[src/verilog/edcca_pkg.sv]
// Purpose: Shared constants and carriers for the energy detect and channel assessment block
// Assumes: 50 MHz clock, AHB-Lite register access, 32-bit words
// Notes:   Symbol timing comes from a symbol strobe supplied by the modem
package edcca_pkg;

  // Register map (byte addresses)
  // Result register is a word index; its byte address is four times it
  localparam logic [7:0] EDCCA_ENERGY_RESULT_IDX = 8'h07;
  localparam logic [7:0] EDCCA_ENERGY_RESULT_OFS = EDCCA_ENERGY_RESULT_IDX << 2;
  localparam logic [7:0] EDCCA_CONTROL_OFS       = 8'h40;
  localparam logic [7:0] EDCCA_STATUS_OFS        = 8'h44;

  // Reset and range of the energy level code
  localparam logic [7:0] EDCCA_RESULT_RESET = 8'hFF;
  localparam logic [7:0] EDCCA_LEVEL_MAX    = 8'h54;

  // Control register fields
  localparam int EDCCA_CTL_MODE_LSB   = 0;
  localparam int EDCCA_CTL_HDR_BIT    = 2;
  localparam int EDCCA_CTL_PDT_DIS    = 3;
  localparam int EDCCA_CTL_THRES_LSB  = 4;
  localparam logic [7:0] EDCCA_CTL_RESET = 8'h01;

  // Measurement window in symbols
  localparam logic [3:0] EDCCA_SYM_STD = 4'h8;
  localparam logic [3:0] EDCCA_SYM_HDR = 4'h2;

  // Processing time after the window
  localparam int EDCCA_PROC_US     = 12;
  localparam int EDCCA_CLK_MHZ     = 50;
  localparam logic [9:0] EDCCA_PROC_CYC = 10'(EDCCA_PROC_US * EDCCA_CLK_MHZ);

  typedef enum logic [1:0] {
    EDCCA_IDLE = 2'b00,
    EDCCA_MEAS = 2'b01,
    EDCCA_PROC = 2'b11,
    EDCCA_HOLD = 2'b10
  } edcca_state_t;

  typedef struct packed {
    logic        sel;
    logic        write;
    logic [7:0]  addr;
  } edcca_bus_t;

  typedef struct packed {
    edcca_state_t st;
    logic         manual;
    logic         auto_done;
    logic         locked;
    logic [3:0]   sym_cnt;
    logic [9:0]   proc_cnt;
    logic [9:0]   acc;
    logic [7:0]   result;
    logic [7:0]   ctl;
    logic         done_ev;
    edcca_bus_t   bus;
    logic [31:0]  rdata;
  } edcca_regs_t;

endpackage

[src/verilog/edcca_energy_detect.sv]
// Contract
// - Energy is the average of strength samples over eight symbols at standard rates.
// - A write to the result register starts a manual measurement, data ignored.
// - A detected sync header starts an automatic measurement.
// - Manual end stores result and pulses the measurement done event.
// - Automatic measurement completion raises no done event.
// - Basic mode value ready eight symbols plus 12 us after frame start.
// - High data rate window is two symbols plus 12 us processing.
// - Stored value holds until a new frame start or a new measurement.
// - Captured frame value is not updated for the rest of that frame.
// - Energy code only ranges from zero to 0x54.
// - Result resets to 0xFF until a first measurement completes.
// - Code steps are 1.03 dB above floor; 84 means at least 87 dB.
// - Request outside receive or in auto-ack receive: done event, no measurement.
// - Preamble detect disable suppresses sync header detection.
// - Mode 1 reports busy when energy exceeds threshold.
// - Mode 2 reports busy only on a detected compliant carrier.
// - Mode 0 ORs, mode 3 ANDs carrier detection with energy over threshold.
// - Threshold is floor plus 2.07 dB per field step; above it is busy.
// - At most one automatic measurement per received frame.
//
// Purpose: Energy detection with clear channel decision, AHB-Lite registers
// Assumes: Strength samples are 5-bit codes of 3.1 dB, one sampled per symbol strobe
// Notes:   Inputs from the modem share this clock; no synchronisers are needed
//
// Implementation choice: register access over AHB-Lite.
`timescale 1ns/100ps
module edcca_energy_detect
  import edcca_pkg::*;
(
  // Clock and reset
  input  wire logic        clk,
  input  wire logic        rst_n,
  // AHB-Lite slave
  input  wire logic        hsel,
  input  wire logic [31:0] haddr,
  input  wire logic [1:0]  htrans,
  input  wire logic        hwrite,
  input  wire logic [2:0]  hsize,
  input  wire logic        hready,
  input  wire logic [31:0] hwdata,
  output logic      [31:0] hrdata,
  output logic             hreadyout,
  output logic             hresp,
  // Modem side
  input  wire logic        symbol_tick,
  input  wire logic [4:0]  rssi_sample,
  input  wire logic        sync_header_found,
  input  wire logic        frame_end_event,
  input  wire logic        carrier_detect,
  input  wire logic        rx_listen_state,
  input  wire logic        rx_busy_state,
  input  wire logic        auto_ack_receive_state,
  // Results
  output logic             measure_done_event,
  output logic             channel_busy,
  output logic             preamble_detect_disable
);

  edcca_regs_t q, d;

  // Strength code (3.1 dB) to energy code (1.03 dB), clipped at the top
  function automatic logic [7:0] edcca_level(input logic [9:0] sum, input logic [3:0] n);
    logic [13:0] scaled;
    logic [13:0] lvl;
    scaled = 14'(sum) * 14'd3;
    lvl    = (n == EDCCA_SYM_HDR) ? (scaled >> 1) : (scaled >> 3);
    edcca_level = (lvl > 14'(EDCCA_LEVEL_MAX)) ? EDCCA_LEVEL_MAX : lvl[7:0];
  endfunction

  logic       in_rx;
  logic       ok_rx;
  logic       wr_res;
  logic       start_auto;
  logic [3:0] win;
  logic [7:0] thres;
  logic       energy_hi;

  assign in_rx = rx_listen_state | rx_busy_state;
  assign ok_rx = in_rx & ~auto_ack_receive_state;
  assign wr_res = q.bus.sel & q.bus.write & (q.bus.addr == EDCCA_ENERGY_RESULT_OFS);
  assign start_auto = sync_header_found & ~q.ctl[EDCCA_CTL_PDT_DIS];
  assign win = q.ctl[EDCCA_CTL_HDR_BIT] ? EDCCA_SYM_HDR : EDCCA_SYM_STD;
  // threshold 2.07 dB steps equals two energy codes
  assign thres = {4'h0, q.ctl[7:EDCCA_CTL_THRES_LSB]} << 1;
  assign energy_hi = (q.result != EDCCA_RESULT_RESET) && (q.result > thres);

  always_comb begin
    d = q;
    d.done_ev = 1'b0;
    if (frame_end_event) begin
      d.locked    = 1'b0;
      d.auto_done = 1'b0;
    end
    // Bus address phase capture
    d.bus.sel   = hsel & hready & htrans[1];
    d.bus.write = hwrite;
    d.bus.addr  = haddr[7:0];
    d.rdata     = 32'h0000_0000;
    if (hsel & hready & htrans[1] & ~hwrite) begin
      case (haddr[7:0])
        EDCCA_ENERGY_RESULT_OFS: d.rdata = {24'h00_0000, q.result};
        EDCCA_CONTROL_OFS:       d.rdata = {24'h00_0000, q.ctl};
        EDCCA_STATUS_OFS:        d.rdata = {28'h000_0000, q.locked, q.manual,
                                            q.st != EDCCA_IDLE, channel_busy};
        default:                 d.rdata = 32'h0000_0000;
      endcase
    end
    if (q.bus.sel & q.bus.write & (q.bus.addr == EDCCA_CONTROL_OFS)) begin
      d.ctl = hwdata[7:0];
    end
    case (q.st)
      EDCCA_IDLE: begin
        if (start_auto && !q.auto_done) begin
          d.st = EDCCA_MEAS;
          d.manual = 1'b0;
          d.auto_done = 1'b1;
          d.sym_cnt = 4'h0;
          d.acc = 10'h000;
        end else if (wr_res) begin
          if (!ok_rx || q.locked) begin
            d.done_ev = 1'b1;
          end else begin
            d.st = EDCCA_MEAS;
            d.manual = 1'b1;
            d.sym_cnt = 4'h0;
            d.acc = 10'h000;
          end
        end
      end
      EDCCA_MEAS: begin
        if (symbol_tick) begin
          d.acc = q.acc + 10'(rssi_sample);
          d.sym_cnt = q.sym_cnt + 4'h1;
          // Ends even if the window shrinks mid-run
          if (q.sym_cnt + 4'h1 >= win) begin
            d.st = EDCCA_PROC;
            d.proc_cnt = EDCCA_PROC_CYC;
          end
        end
      end
      EDCCA_PROC: begin
        if (q.proc_cnt == 10'h001) begin
          d.st = EDCCA_IDLE;
          if (!(q.manual && q.locked)) begin
            d.result = edcca_level(q.acc, win);
          end
          // manual completion event, none for auto
          d.done_ev = q.manual;
          if (!q.manual) begin
            d.locked = 1'b1;
          end
        end else begin
          d.proc_cnt = q.proc_cnt - 10'h001;
        end
      end
      default: d.st = EDCCA_IDLE;
    endcase
  end

  always_ff @(posedge clk or negedge rst_n) begin
    if (!rst_n) begin
      q <= '0;
      q.st <= EDCCA_IDLE;
      q.result <= EDCCA_RESULT_RESET;
      q.ctl <= EDCCA_CTL_RESET;
    end else begin
      q <= d;
    end
  end

  always_comb begin
    case (q.ctl[1:0])
      2'd1:    channel_busy = energy_hi;
      2'd2:    channel_busy = carrier_detect;
      2'd3:    channel_busy = carrier_detect & energy_hi;
      default: channel_busy = carrier_detect | energy_hi;
    endcase
  end

  assign hrdata                  = q.rdata;
  assign hreadyout               = 1'b1;
  assign hresp                   = 1'b0;
  assign measure_done_event      = q.done_ev;
  assign preamble_detect_disable = q.ctl[EDCCA_CTL_PDT_DIS];

  // Stored code never leaves the valid range after a measurement
  level_range_a: assert property (@(posedge clk) disable iff (!rst_n)
    $changed(q.result) |-> q.result <= EDCCA_LEVEL_MAX)
    else $error("energy code out of range");

  // Auto completion produces no event
  auto_silent_a: assert property (@(posedge clk) disable iff (!rst_n)
    (q.st == EDCCA_PROC && q.proc_cnt == 10'h001 && !q.manual) |=> !measure_done_event)
    else $error("event on automatic measurement");

  // Manual completion raises the event next cycle
  manual_done_a: assert property (@(posedge clk) disable iff (!rst_n)
    (q.st == EDCCA_PROC && q.proc_cnt == 10'h001 && q.manual) |=> measure_done_event)
    else $error("missing done event");

  // Refused request still signals done
  refused_done_a: assert property (@(posedge clk) disable iff (!rst_n)
    (q.st == EDCCA_IDLE && wr_res && !start_auto && !ok_rx) |=> measure_done_event)
    else $error("refused request gave no event");

  // Result changes only at end of processing
  result_hold_a: assert property (@(posedge clk) disable iff (!rst_n)
    $changed(q.result) |-> $past(q.st) == EDCCA_PROC)
    else $error("result changed outside completion");

  // Sync ignored while detection disabled
  pdt_block_a: assert property (@(posedge clk) disable iff (!rst_n)
    (q.st == EDCCA_IDLE && !wr_res && q.ctl[EDCCA_CTL_PDT_DIS]) |=> q.st == EDCCA_IDLE)
    else $error("auto start while detection disabled");

  // Second sync in one frame is ignored
  one_auto_a: assert property (@(posedge clk) disable iff (!rst_n)
    (q.st == EDCCA_IDLE && q.auto_done && !frame_end_event && !wr_res) |=> q.st == EDCCA_IDLE)
    else $error("second automatic measurement");

  // Mode 1 follows energy only
  mode_one_a: assert property (@(posedge clk) disable iff (!rst_n)
    q.ctl[1:0] == 2'd1 |-> channel_busy == energy_hi)
    else $error("mode 1 decision wrong");

  // Processing lasts its full count
  proc_time_a: assert property (@(posedge clk) disable iff (!rst_n)
    (q.st == EDCCA_MEAS && d.st == EDCCA_PROC) |=> q.proc_cnt == EDCCA_PROC_CYC)
    else $error("processing count wrong");

  // Untouched code stays at the reset value
  reset_hold_a: assert property (@(posedge clk) disable iff (!rst_n)
    (q.result == EDCCA_RESULT_RESET && q.st != EDCCA_PROC) |=> q.result == EDCCA_RESULT_RESET)
    else $error("reset code lost without measurement");

  // Result moves only when processing ends
  result_still_a: assert property (@(posedge clk) disable iff (!rst_n)
    (q.st != EDCCA_PROC) |=> $stable(q.result))
    else $error("result changed outside processing");

  // No event during the window
  meas_quiet_a: assert property (@(posedge clk) disable iff (!rst_n)
    (q.st == EDCCA_MEAS) |=> !measure_done_event)
    else $error("event during measurement window");

  // No event before processing ends
  proc_quiet_a: assert property (@(posedge clk) disable iff (!rst_n)
    (q.st == EDCCA_PROC && q.proc_cnt != 10'h001) |=> !measure_done_event)
    else $error("event before processing ended");

  // Idle without request stays silent
  idle_quiet_a: assert property (@(posedge clk) disable iff (!rst_n)
    (q.st == EDCCA_IDLE && !wr_res) |=> !measure_done_event)
    else $error("spurious event while idle");

  // Automatic capture locks the frame
  auto_lock_a: assert property (@(posedge clk) disable iff (!rst_n)
    (q.st == EDCCA_PROC && q.proc_cnt == 10'h001 && !q.manual) |=> q.locked)
    else $error("frame not locked after capture");

  // Locked frame refuses manual requests
  locked_refuse_a: assert property (@(posedge clk) disable iff (!rst_n)
    (q.st == EDCCA_IDLE && q.locked && wr_res && !start_auto) |=>
      (q.st == EDCCA_IDLE && measure_done_event))
    else $error("locked frame accepted a measurement");

  // Frame end releases the lock
  lock_clear_a: assert property (@(posedge clk) disable iff (!rst_n)
    (frame_end_event && q.st != EDCCA_PROC) |=> !q.locked)
    else $error("lock kept after frame end");

  // Frame end rearms automatic start
  frame_clear_a: assert property (@(posedge clk) disable iff (!rst_n)
    (frame_end_event && !start_auto) |=> !q.auto_done)
    else $error("automatic start not rearmed");

  // Sync header starts automatic run
  auto_start_a: assert property (@(posedge clk) disable iff (!rst_n)
    (q.st == EDCCA_IDLE && start_auto && !q.auto_done) |=> (q.st == EDCCA_MEAS && !q.manual))
    else $error("automatic measurement not started");

  // Accepted write starts manual run
  manual_start_a: assert property (@(posedge clk) disable iff (!rst_n)
    (q.st == EDCCA_IDLE && wr_res && ok_rx && !q.locked && !start_auto) |=>
      (q.st == EDCCA_MEAS && q.manual))
    else $error("manual measurement not started");

  // Auto-ack state performs no measurement
  aack_refuse_a: assert property (@(posedge clk) disable iff (!rst_n)
    (q.st == EDCCA_IDLE && wr_res && auto_ack_receive_state && !start_auto) |=>
      q.st == EDCCA_IDLE)
    else $error("measurement in auto-ack state");

  // Symbol count stays below the eight-symbol standard window
  sym_range_a: assert property (@(posedge clk) disable iff (!rst_n)
    (q.st == EDCCA_MEAS) |-> q.sym_cnt < EDCCA_SYM_STD)
    else $error("symbol count beyond window");

  // Eighth symbol closes the window
  long_window_a: assert property (@(posedge clk) disable iff (!rst_n)
    (q.st == EDCCA_MEAS && symbol_tick && q.sym_cnt == 4'h7) |=> q.st == EDCCA_PROC)
    else $error("window longer than eight symbols");

  // Sum holds between symbol strobes
  meas_stay_a: assert property (@(posedge clk) disable iff (!rst_n)
    (q.st == EDCCA_MEAS && !symbol_tick) |=> (q.st == EDCCA_MEAS && $stable(q.acc)))
    else $error("sum moved without a strobe");

  // Second symbol closes the short window
  short_window_a: assert property (@(posedge clk) disable iff (!rst_n)
    (q.st == EDCCA_MEAS && symbol_tick && q.sym_cnt == 4'h1 && q.ctl[EDCCA_CTL_HDR_BIT]) |=>
      q.st == EDCCA_PROC)
    else $error("short window not two symbols");

  // Processing count stays in range
  proc_range_a: assert property (@(posedge clk) disable iff (!rst_n)
    (q.st == EDCCA_PROC) |-> (q.proc_cnt != 10'h000 && q.proc_cnt <= EDCCA_PROC_CYC))
    else $error("processing count out of range");

  // Processing counts down one per cycle
  proc_step_a: assert property (@(posedge clk) disable iff (!rst_n)
    (q.st == EDCCA_PROC && q.proc_cnt != 10'h001) |=>
      (q.st == EDCCA_PROC && q.proc_cnt == $past(q.proc_cnt) - 10'h001))
    else $error("processing count skipped");

  // Stored code is valid or the reset code
  level_valid_a: assert property (@(posedge clk) disable iff (!rst_n)
    (q.result <= EDCCA_LEVEL_MAX) || (q.result == EDCCA_RESULT_RESET))
    else $error("stored code in forbidden range");

  // Mode 0 combines by OR
  mode_zero_a: assert property (@(posedge clk) disable iff (!rst_n)
    q.ctl[1:0] == 2'h0 |-> channel_busy == (carrier_detect || energy_hi))
    else $error("mode 0 decision wrong");

  // Mode 2 follows carrier only
  mode_two_a: assert property (@(posedge clk) disable iff (!rst_n)
    q.ctl[1:0] == 2'h2 |-> channel_busy == carrier_detect)
    else $error("mode 2 decision wrong");

  // Mode 3 combines by AND
  mode_three_a: assert property (@(posedge clk) disable iff (!rst_n)
    q.ctl[1:0] == 2'h3 |-> channel_busy == (carrier_detect && energy_hi))
    else $error("mode 3 decision wrong");

  // In mode 1, energy above twice the field is busy
  thres_busy_a: assert property (@(posedge clk) disable iff (!rst_n)
    (q.ctl[1:0] == 2'h1 && q.result != EDCCA_RESULT_RESET &&
      q.result > {3'h0, q.ctl[7:4], 1'h0}) |-> channel_busy)
    else $error("energy above threshold not busy");

endmodule

[config.mk]
export PLATFORM = sky130hd
export DESIGN_NAME = edcca_energy_detect
export DESIGN_NICKNAME = d
export VERILOG_FILES = /design/src/verilog/edcca_pkg.sv /design/src/verilog/edcca_energy_detect.sv
export SDC_FILE = /design/constraint.sdc
export NUM_CORES = 1
export LEC_CHECK = 0
export BUFFER_PORTS_ARGS = -buffer_cell sky130_fd_sc_hd__buf_4
export CELL_PAD_IN_SITES_DETAIL_PLACEMENT = 2
export CELL_PAD_IN_SITES_GLOBAL_PLACEMENT = 2
export CORE_MARGIN = 3
export CORE_UTILIZATION = 31
export DETAILED_ROUTE_END_ITERATION = 12
export PLACE_DENSITY_LB_ADDON = 0.15
export SYNTH_ARGS = -nofsm -noshare
export SYNTH_HDL_FRONTEND = slang
export SYNTH_SLANG_ARGS = --single-unit
[constraint.sdc]
create_clock -name clk -period 2.95 [get_ports clk]
set_input_delay 0.4425 -clock clk [delete_from_list [all_inputs] [get_ports clk]]
set_output_delay 0.4425 -clock clk [all_outputs]
set_load 0.005 [all_outputs]
==> run summary, run 1 <==
For the count of nets after finishing, the log shows 596. Along the worst path, the maximum fanout reaches 4. Dividing total power by cell area gives a power density of 730 nW/um^2. STA classifies the critical path startpoint as a flop. The total of flip-flops plus latches after synthesis is 64, and the ratio of routed vias to standard cells is 5.07.

Critical path class: reg -> out. The number of buffers created by CTS is 9, and the synthesized area per cell is 9.63 sq um. In this run the deepest clock path goes through 2 buffers. The worst register-to-register path has a depth of 9. The later-pin clock latency in the skew report is 0.33 ns.

The fraction of synthesis flops using an asynchronous set or reset pin was 100%. The largest total area in the synthesized netlist belongs to sky130_fd_sc_hd__dfrtp_1. The per-cell routed wire length is 17.4 um, and the vertical die dimension is 122 um.

In the synthesized netlist, the cells that appear most often are sky130_fd_sc_hd__dfrtp_1, sky130_fd_sc_hd__nor2_1, sky130_fd_sc_hd__buf_4. The final hold violation count is 0, and the synthesis-to-finish area growth is 18.6%. The number of fill cells in the layout came out at 1,412. Excluding fillers, the count of instances in the completed layout stands at 657. Adding up every negative setup slack in the final design gives 0 ns. In this run the count of I/O pins placed on the die edge is 123. The first-pass detailed-route iteration total was 4; the overall power of the completed layout was 3.59 mW. The run gives 0 as the initial antenna violation count. The worst-case vdd ir drop is 0.314 mV, and the data arrival time at the worst-slack endpoint is 2.40 ns. The run gives 16.1% as the total track usage. The number of levels the H-tree was split into was 3.

The run gives 41 as the number of cell rows. Summed over all cells, the static leakage comes to 2.24 nW. The tools report the area of the mapped netlist as 4140 sq um. After synthesis, the cell types taking the most area are sky130_fd_sc_hd__dfrtp_1, sky130_fd_sc_hd__ha_1, sky130_fd_sc_hd__buf_4, sky130_fd_sc_hd__dfstp_2, sky130_fd_sc_hd__nor2_1. Clock skew on the completed layout was measured at 0.00651 ns. The clock transition at the registers of the reported paths was 0.05 ns. The final critical path time including I/O delays and setup was 2.84 ns; the area of the die was 14,800 sq um. The placer's final routability congestion estimate came out at 0.736. The cell at the root of the clock tree is sky130_fd_sc_hd__clkbuf_16. The post-detailed-placement half-perimeter wirelength was 8850 um.

The region available for standard cell placement spans 12,800 sq um. Cells fill 38.3% of the core in the end. Counting tap cells, the placed design contains a total of 641 instances. Entering global routing, the biggest net connects 65 pins. Number of instances in the synthesized netlist: 430. In the routed design, unresolved DRC markers number 0. The detailed router placed 3,329 vias in this run. After the first detailed-routing iteration, the DRC count stood at 113. Pin slew with the least headroom to its limit: 0.836 ns.

Summed over all layers, the global routing overflow is 0. The synthesized design contains 0 enable-type register cells. 0 antenna diodes ended up in the layout. The worst hold slack was 0.226 ns.

TritonCTS built the clock tree. The clock drives 64 sinks. Yosys mapped the design onto 72 distinct sky130hd cell types.

Across the run, the number of max-cap violations was 0. The flow ran to the end, and the final reports show no timing, DRC or antenna violations. In this run the tightest slew margin relative to its limit is 44.3%. Path category of the worst min-delay check: in -> async.

Register area: 1610 sq um. The horizontal die dimension was 122 um. The worst register-to-register path ends at q[56]$_DFFE_PN1P_.

The data required time at the worst endpoint was 2.51 ns. The part of the cycle the worst path needs is 96.2%. The final layout contains routed wiring with a total length of 11,400 um.

The top cell type by area accounts for 33.2% of the synthesized area. The worst register-to-register path has a setup slack of 0.13 ns. Yosys instantiated no cell more often than sky130_fd_sc_hd__dfrtp_1. In the final layout, the multi-input gates occupy 2290 sq um.

The maximum clock rate was 352 MHz. The first global-routing pass estimated 19,000 um of wire. Setup violations remaining at the end of the flow were counted as 0. The share of the Yosys chip area taken by registers is 38.9%.

The number of pins exceeding their max-slew limit in the final report was 0. The launching point of the worst reg2reg path was q[59]$_DFFE_PN0P_. STA classifies the critical path endpoint as an output port.

The Yosys step of the flow raised 0 warnings. The dominant synthesized flop cell is sky130_fd_sc_hd__dfrtp_1. The count of port buffers added during placement is 44, and the starting density of the core is 32.3%. The proportion of layout cells with a drive suffix above 1 was 22.5%; the number of global-route vias before repair was 3,648.

Once detail routing completed, the nets flagged for antenna violations numbered 0.
per-stage QoR:
step | cell area (sq um) | worst slack, ns
4_1_cts | 4860 | 0.000549
6_report | 4910 | 0.111
3_3_place_gp | 4580 | 0.0396
3_5_place_dp | 4580 | -0.0151
5_1_grt | 4910 | -0.0168
2_1_floorplan | 4230 | 0.217
state kept, by name, summed over array words and instances, names as in the netlist:
signal	flops
q	54
hrdata	8
measure_done_event	1
preamble_detect_disable	1
cell usage in the layout, fill, tap and decap left out, drive strengths merged, types with 3 or more instances in the layout:
cell / netlist / layout
o41ai: 3 / 3
nand2: 26 / 26
nand3: 6 / 6
xnor2: 13 / 13
mux2: 9 / 9
nor2b: 4 / 4
and3: 4 / 4
nand4: 6 / 6
o2111ai: 3 / 3
dfrtp: 55 / 55
buf: 38 / 57
a22oi: 8 / 8
or3: 6 / 6
a22o: 6 / 6
xor2: 8 / 8
inv: 22 / 22
o21ai: 21 / 21
conb: 2 / 26
nor4: 4 / 4
a211oi: 3 / 3
nor2: 45 / 45
o31ai: 3 / 3
a21oi: 21 / 21
dfstp: 9 / 9
or4: 3 / 3
nor3: 12 / 12
clkbuf: 4 / 14
o211ai: 4 / 4
o21a: 5 / 5
a21o: 5 / 5
ha: 28 / 28
what timing repair did:
| item | in CTS | in global routing |
|---|---|---|
| setup buffers | 0 | 0 |
| pin swaps | 2 | 2 |
| hold buffers | 0 | 0 |
| endpoints found under the setup margin | 1 | 8 |
| resized for setup | 0 | 9 |
final cells by class:
class                      instances  share of cell area, %
clock inverter                     2                  0.255
multi-input combinational        326                   46.6
tap                              172                   4.38
clock buffer                      14                   5.58
inverter                          22                   1.68
sequential                        64                   32.8
timing repair buffer              57                   8.71
worst max-delay path, stage by stage, from the launching register on:
cell	delay, ns
sky130_fd_sc_hd__dfstp_2	0.57
sky130_fd_sc_hd__ha_1	0.25
sky130_fd_sc_hd__nor2b_1	0.13
sky130_fd_sc_hd__o21a_1	0.17
sky130_fd_sc_hd__o21a_1	0.17
sky130_fd_sc_hd__o22a_1	0.22
sky130_fd_sc_hd__o21ai_1	0.21
sky130_fd_sc_hd__nand2_1	0.08
sky130_fd_sc_hd__o2bb2ai_1	0.13
sky130_fd_sc_hd__buf_4	0.14
power by group:
group          internal (mW)  leakage (nW)  switching, mW
Sequential              1.02         0.795          0.147
Clock                  0.637         0.139          0.379
Combinational          0.544          1.31          0.853
Total                   2.21          2.24           1.38
worst max-delay path by stage:
stage,startpoint,to,slack (ns),depth (start not counted)
global placement,q[59]$_DFFE_PN0P_,q[56]$_DFFE_PN1P_,0.04,9
detailed placement,q[59]$_DFFE_PN0P_,q[56]$_DFFE_PN1P_,-0.02,9
global route,q[59]$_DFFE_PN0P_,q[56]$_DFFE_PN1P_,-0.02,9
CTS,q[59]$_DFFE_PN0P_,q[56]$_DFFE_PN1P_,0.0005,9
finish,q[53]$_DFFE_PN1P_,channel_busy,0.11,9
floorplan,q[60]$_DFFE_PN0P_,q[56]$_DFFE_PN1P_,0.22,9
cells by family (layout without fill, tap and decap cells):
group / Yosys count / after routing / synth area share (%)
muxes: 10 / 10 / 2.69
xor gates and xnor gates: 21 / 21 / 4.44
adders and majority gates: 30 / 30 / 9.43
DFF: 64 / 64 / 38.9
buffers and inverters: 64 / 95 / 9.15
other: 2 / 26 / 0.181
and+or+nand+nor: 130 / 130 / 16.5
AOI/OAI and AO/OA: 109 / 109 / 18.7
routing by layer:
layer | share of wire [%] | up-vias | global-route usage [%] | routed length [um]
met5 | 0 | - | 0 | 0
met1 | 46 | 1666 | 20.8 | 5200
li1 | - | 1597 | - | -
met3 | 3.6 | 8 | 3.11 | 407
met4 | 0.73 | 0 | 3.50 | 84
met2 | 50 | 58 | 27.9 | 5730
No activity file was read; power rests on OpenSTA's default activity.
==> run 2: changes to the inputs <==
- ABC_AREA: unset -> 1
- CORE_UTILIZATION: 31 -> 30
==> run summary, run 2 <==
The count of nets after finishing came out at 712 (+19%). Number of inserted diodes: 0 (unchanged). The tools report the total negative slack as 0 ns (unchanged). The final number of setup-violating endpoints was 0 (unchanged); the area of the die was 16,000 sq um (+8.6%). The logs give 0.339 mV (+7.9%) for the worst-case vdd ir drop and 0 (unchanged) for the number of nets with antenna violations after routing.

Clock transition at the registers of the reported paths: 0.06 ns (about the same). The number of cell rows is 43 (+4.9%). For the area of the mapped netlist, the log shows 4370 sq um (+5.5%). The post-detailed-routing wire length came out at 12,300 um (+7.6%). The vertical die dimension is 127 um (+4.2%), and the first-pass GRT wire length is 20,900 um (+10%).

The area of the multi-input gates is 2250 sq um (-1.7%), and the post-detailed-placement half-perimeter wirelength is 9680 um (+9.4%). The maximum clock rate is 414 MHz (+18%). The area share of the largest cell type after synthesis was 31.5% (-1.7 points).

Cell at the root of the clock tree: sky130_fd_sc_hd__clkbuf_16. For the number of standard cells in the layout, taps in and fillers out, the log shows 781 (+19%). The number of levels the H-tree was split into is 3 (unchanged). The run finished with clean final reports. Total power per unit cell area: 752 nW/um^2 (+3.1%). Setup repair after global routing left no endpoint under its margin.

The horizontal die dimension works out to 127 um (+4.2%). The number of warnings reported in the yosys synthesis log was 0 (unchanged); the count of flip-flops with a built-in enable after synthesis was 0 (unchanged). STA classifies the critical path endpoint as a flop.

Number of design-rule violations left by the first detailed-router iteration: 94 (-17%). For the worst clock skew, the log shows 0.00696 ns (+0.000449 ns). The number of buffers created by CTS came out at 9 (unchanged). Compared with the post-synthesis result, the final layout area differs by 15.4%.

The initial antenna violation count came out at 0 (unchanged). The total of flip-flops plus latches after synthesis came out at 64 (unchanged). Ratio of routed vias to standard cells: 4.76 (-6.0%). The total number of vias is 3,718 (+12%), and the clock net sink count is 64 (unchanged).

The data required time at the worst endpoint is 3.22 ns (+0.71 ns). The number of instances in the synthesized netlist is 554 (+29%). sky130_fd_sc_hd__dfrtp_1 takes more of the synthesized area than any other cell. The worst setup path is launched from a flop. The synthesized area per cell is 7.89 sq um (-18%). The starting density of the core was 31.1% (-1.2 points); the part of the cycle the worst path needs was 81.8% (-14 points). The maximum fanout along the worst path is 7 (+3), and the final hold violation count is 0 (unchanged). By area the synthesized netlist is led by sky130_fd_sc_hd__dfrtp_1, sky130_fd_sc_hd__nand2_1, sky130_fd_sc_hd__ha_1, sky130_fd_sc_hd__buf_4, sky130_fd_sc_hd__inv_1. Fraction of synthesis flops using an asynchronous set or reset pin: 100% (unchanged).

The placer's final routability congestion estimate was 0.767 (+4.3%); the first-pass detailed-route iteration total was 4 (unchanged). The most frequent standard cell in the layout excluding fill and tap cells was sky130_fd_sc_hd__nand2_1. The number of pins exceeding their max-slew limit in the final report was 0 (unchanged); the final critical path time including I/O delays and setup was 2.41 ns (-0.425 ns). The total track usage is 16.3% (+0.20 points). The per-cell routed wire length was 15.8 um (-9.5%); the number of global-route vias before repair was 4,118 (+13%). The worst max-slew margin expressed relative to the limit was 43.1% (-1.1 points); the count of boundary I/O pins was 123 (unchanged).

The logs give 0 (unchanged) for the max-capacitance violation count and 0 (unchanged) for the post-CTS repair timing setup buffer count. The maximum buffer depth of the clock tree is 2 (unchanged). The run gives 36.9% (-2.0 points) as the register area share after synthesis. The tools report the register-to-register setup slack as 0.54 ns (+0.41 ns). Dominant synthesized flop cell: sky130_fd_sc_hd__dfrtp_1.

The logs give 0.34 ns (about the same) for the later-pin clock latency in the skew report and 1,628 (+15%) for the number of fill cells in the layout. The unique cell type count in the Yosys netlist came out at 44 (-39%). Leaving out fill and tap cells, the most frequent cells in the layout are sky130_fd_sc_hd__nand2_1, sky130_fd_sc_hd__inv_1, sky130_fd_sc_hd__dfrtp_1, sky130_fd_sc_hd__buf_4, sky130_fd_sc_hd__nand3_1. The reported leakage power was 2.60 nW (+16%); the proportion of layout cells with a drive suffix above 1 was 19.3% (-3.2 points). The area inside the core boundary was 14,000 sq um (+9.5%). The register containing the most flip-flops in the final layout is q. In the post-synthesis netlist, the cell with the most instances is sky130_fd_sc_hd__nand2_1.

Register area: 1610 sq um (unchanged). The number of flip-flops in the largest register is 54 (unchanged), and the pin count of the biggest net entering global routing is 65 (unchanged). Post-cts gate resize count: 0 (unchanged).

The data arrival time at the worst-slack endpoint came out at 2.69 ns (+0.29 ns). Critical path class: reg -> reg. The tools report the DRC violation count after routing as 0 (unchanged).

For the number of hold buffers added after CTS, the log shows 0 (unchanged). Overflow left after global routing: 0 (unchanged). The number of placed instances, taps included is 765 (+19%). The pin slew with the least headroom to its limit works out to 0.853 ns (+0.0167 ns). The count of port buffers added during placement works out to 44 (unchanged). TritonCTS built the clock tree. The commonest cells after synthesis are sky130_fd_sc_hd__nand2_1, sky130_fd_sc_hd__inv_1, sky130_fd_sc_hd__dfrtp_1. The tightest min-delay check is of the in -> async type.
==> run 2: changes by cell type after synthesis, moves of 8 or more <==
cell / delta
sky130_fd_sc_hd__nor2_1: -12
sky130_fd_sc_hd__nand3_1: +35
sky130_fd_sc_hd__nand2_1: +107
sky130_fd_sc_hd__inv_1: +48
sky130_fd_sc_hd__a22oi_1: -8
sky130_fd_sc_hd__xnor2_1: -10
==> run 2: final cells by class <==
type                       count  area share (%)
clock inverter                 6            1.34
multi-input combinational    396            44.6
clock buffer                  10            4.74
sequential                    64            32.0
timing repair buffer          47            7.00
tap                          180            4.47
inverter                      78            5.86
==> run 2: cells by family (layout without fill, tap and decap cells) <==
group | count (synthesis) | count (layout) | share of synthesized area [%]
compound gates | 71 | 71 | 10.1
xor+xnor | 14 | 14 | 2.81
fa+ha+maj | 30 | 30 | 8.93
buf+inv | 118 | 141 | 13.7
flops | 64 | 64 | 36.9
mux | 8 | 8 | 2.06
other cells | 2 | 26 | 0.172
simple gates | 247 | 247 | 25.4
==> run 2: path summary, 6_finish.rpt <==
path / start / to / cells past startpoint
worst max-delay path: q[59]$_DFFE_PN0P_ / q[53]$_DFFE_PN1P_ / 14
worst max register to register: q[59]$_DFFE_PN0P_ / q[53]$_DFFE_PN1P_ / 14
worst min-delay path: rst_n / q[72]$_DFFE_PN0P_ / 1
worst min register to register: q[58]$_DFFE_PN1P_ / q[58]$_DFFE_PN1P_ / 2
max in group asynchronous: rst_n / q[44]$_DFFE_PN0P_ / 1
min in group clk: hwrite / q[40]$_DFF_PN0_ / 1
==> run 2: report_power, final <==
part	internal, mW	total, mW	switching (mW)
registers	1.04	1.19	0.154
clock network	0.680	1.11	0.429
logic	0.522	1.50	0.973
==> run 2: per-stage QoR <==
| stage | util [%] | cell area (sq um) | hold WS (ns) | setup WS, ns | power (mW) |
|---|---|---|---|---|---|
| 4_1_cts | 35.9 | 5040 | 0.201 | 0.483 | 3.89 |
| 2_1_floorplan | - | 4460 | 0.147 | 0.886 | 2.34 |
| 3_5_place_dp | 33.7 | 4740 | 0.476 | 0.552 | 2.74 |
| 5_1_grt | 35.9 | 5040 | 0.197 | 0.295 | 4.16 |
| 3_3_place_gp | 33.7 | 4740 | 0.468 | 0.611 | 2.66 |
| 6_report | 35.9 | 5040 | 0.212 | 0.536 | 3.79 |
==> run 2: metal layers <==
layer  routed length (um)  track usage [%]
met1                 5610             20.4
met2                 6150             28.1
met5                    0                0
met3                  431             4.17
met4                  110             3.79
==> run 2: worst max-delay path, stage by stage, from the launching register on <==
cell,delay (ns)
sky130_fd_sc_hd__dfrtp_1,0.44
sky130_fd_sc_hd__ha_1,0.28
sky130_fd_sc_hd__fa_1,0.42
sky130_fd_sc_hd__nand3_1,0.12
sky130_fd_sc_hd__nand2_1,0.11
sky130_fd_sc_hd__nand2_1,0.11
sky130_fd_sc_hd__nand2_1,0.09
sky130_fd_sc_hd__nand2_1,0.10
sky130_fd_sc_hd__nand2_1,0.07
sky130_fd_sc_hd__nand2_1,0.06
sky130_fd_sc_hd__nand3_1,0.11
sky130_fd_sc_hd__nor2_4,0.19
sky130_fd_sc_hd__nand3_1,0.13
sky130_fd_sc_hd__nand2_1,0.08
sky130_fd_sc_hd__inv_1,0.04
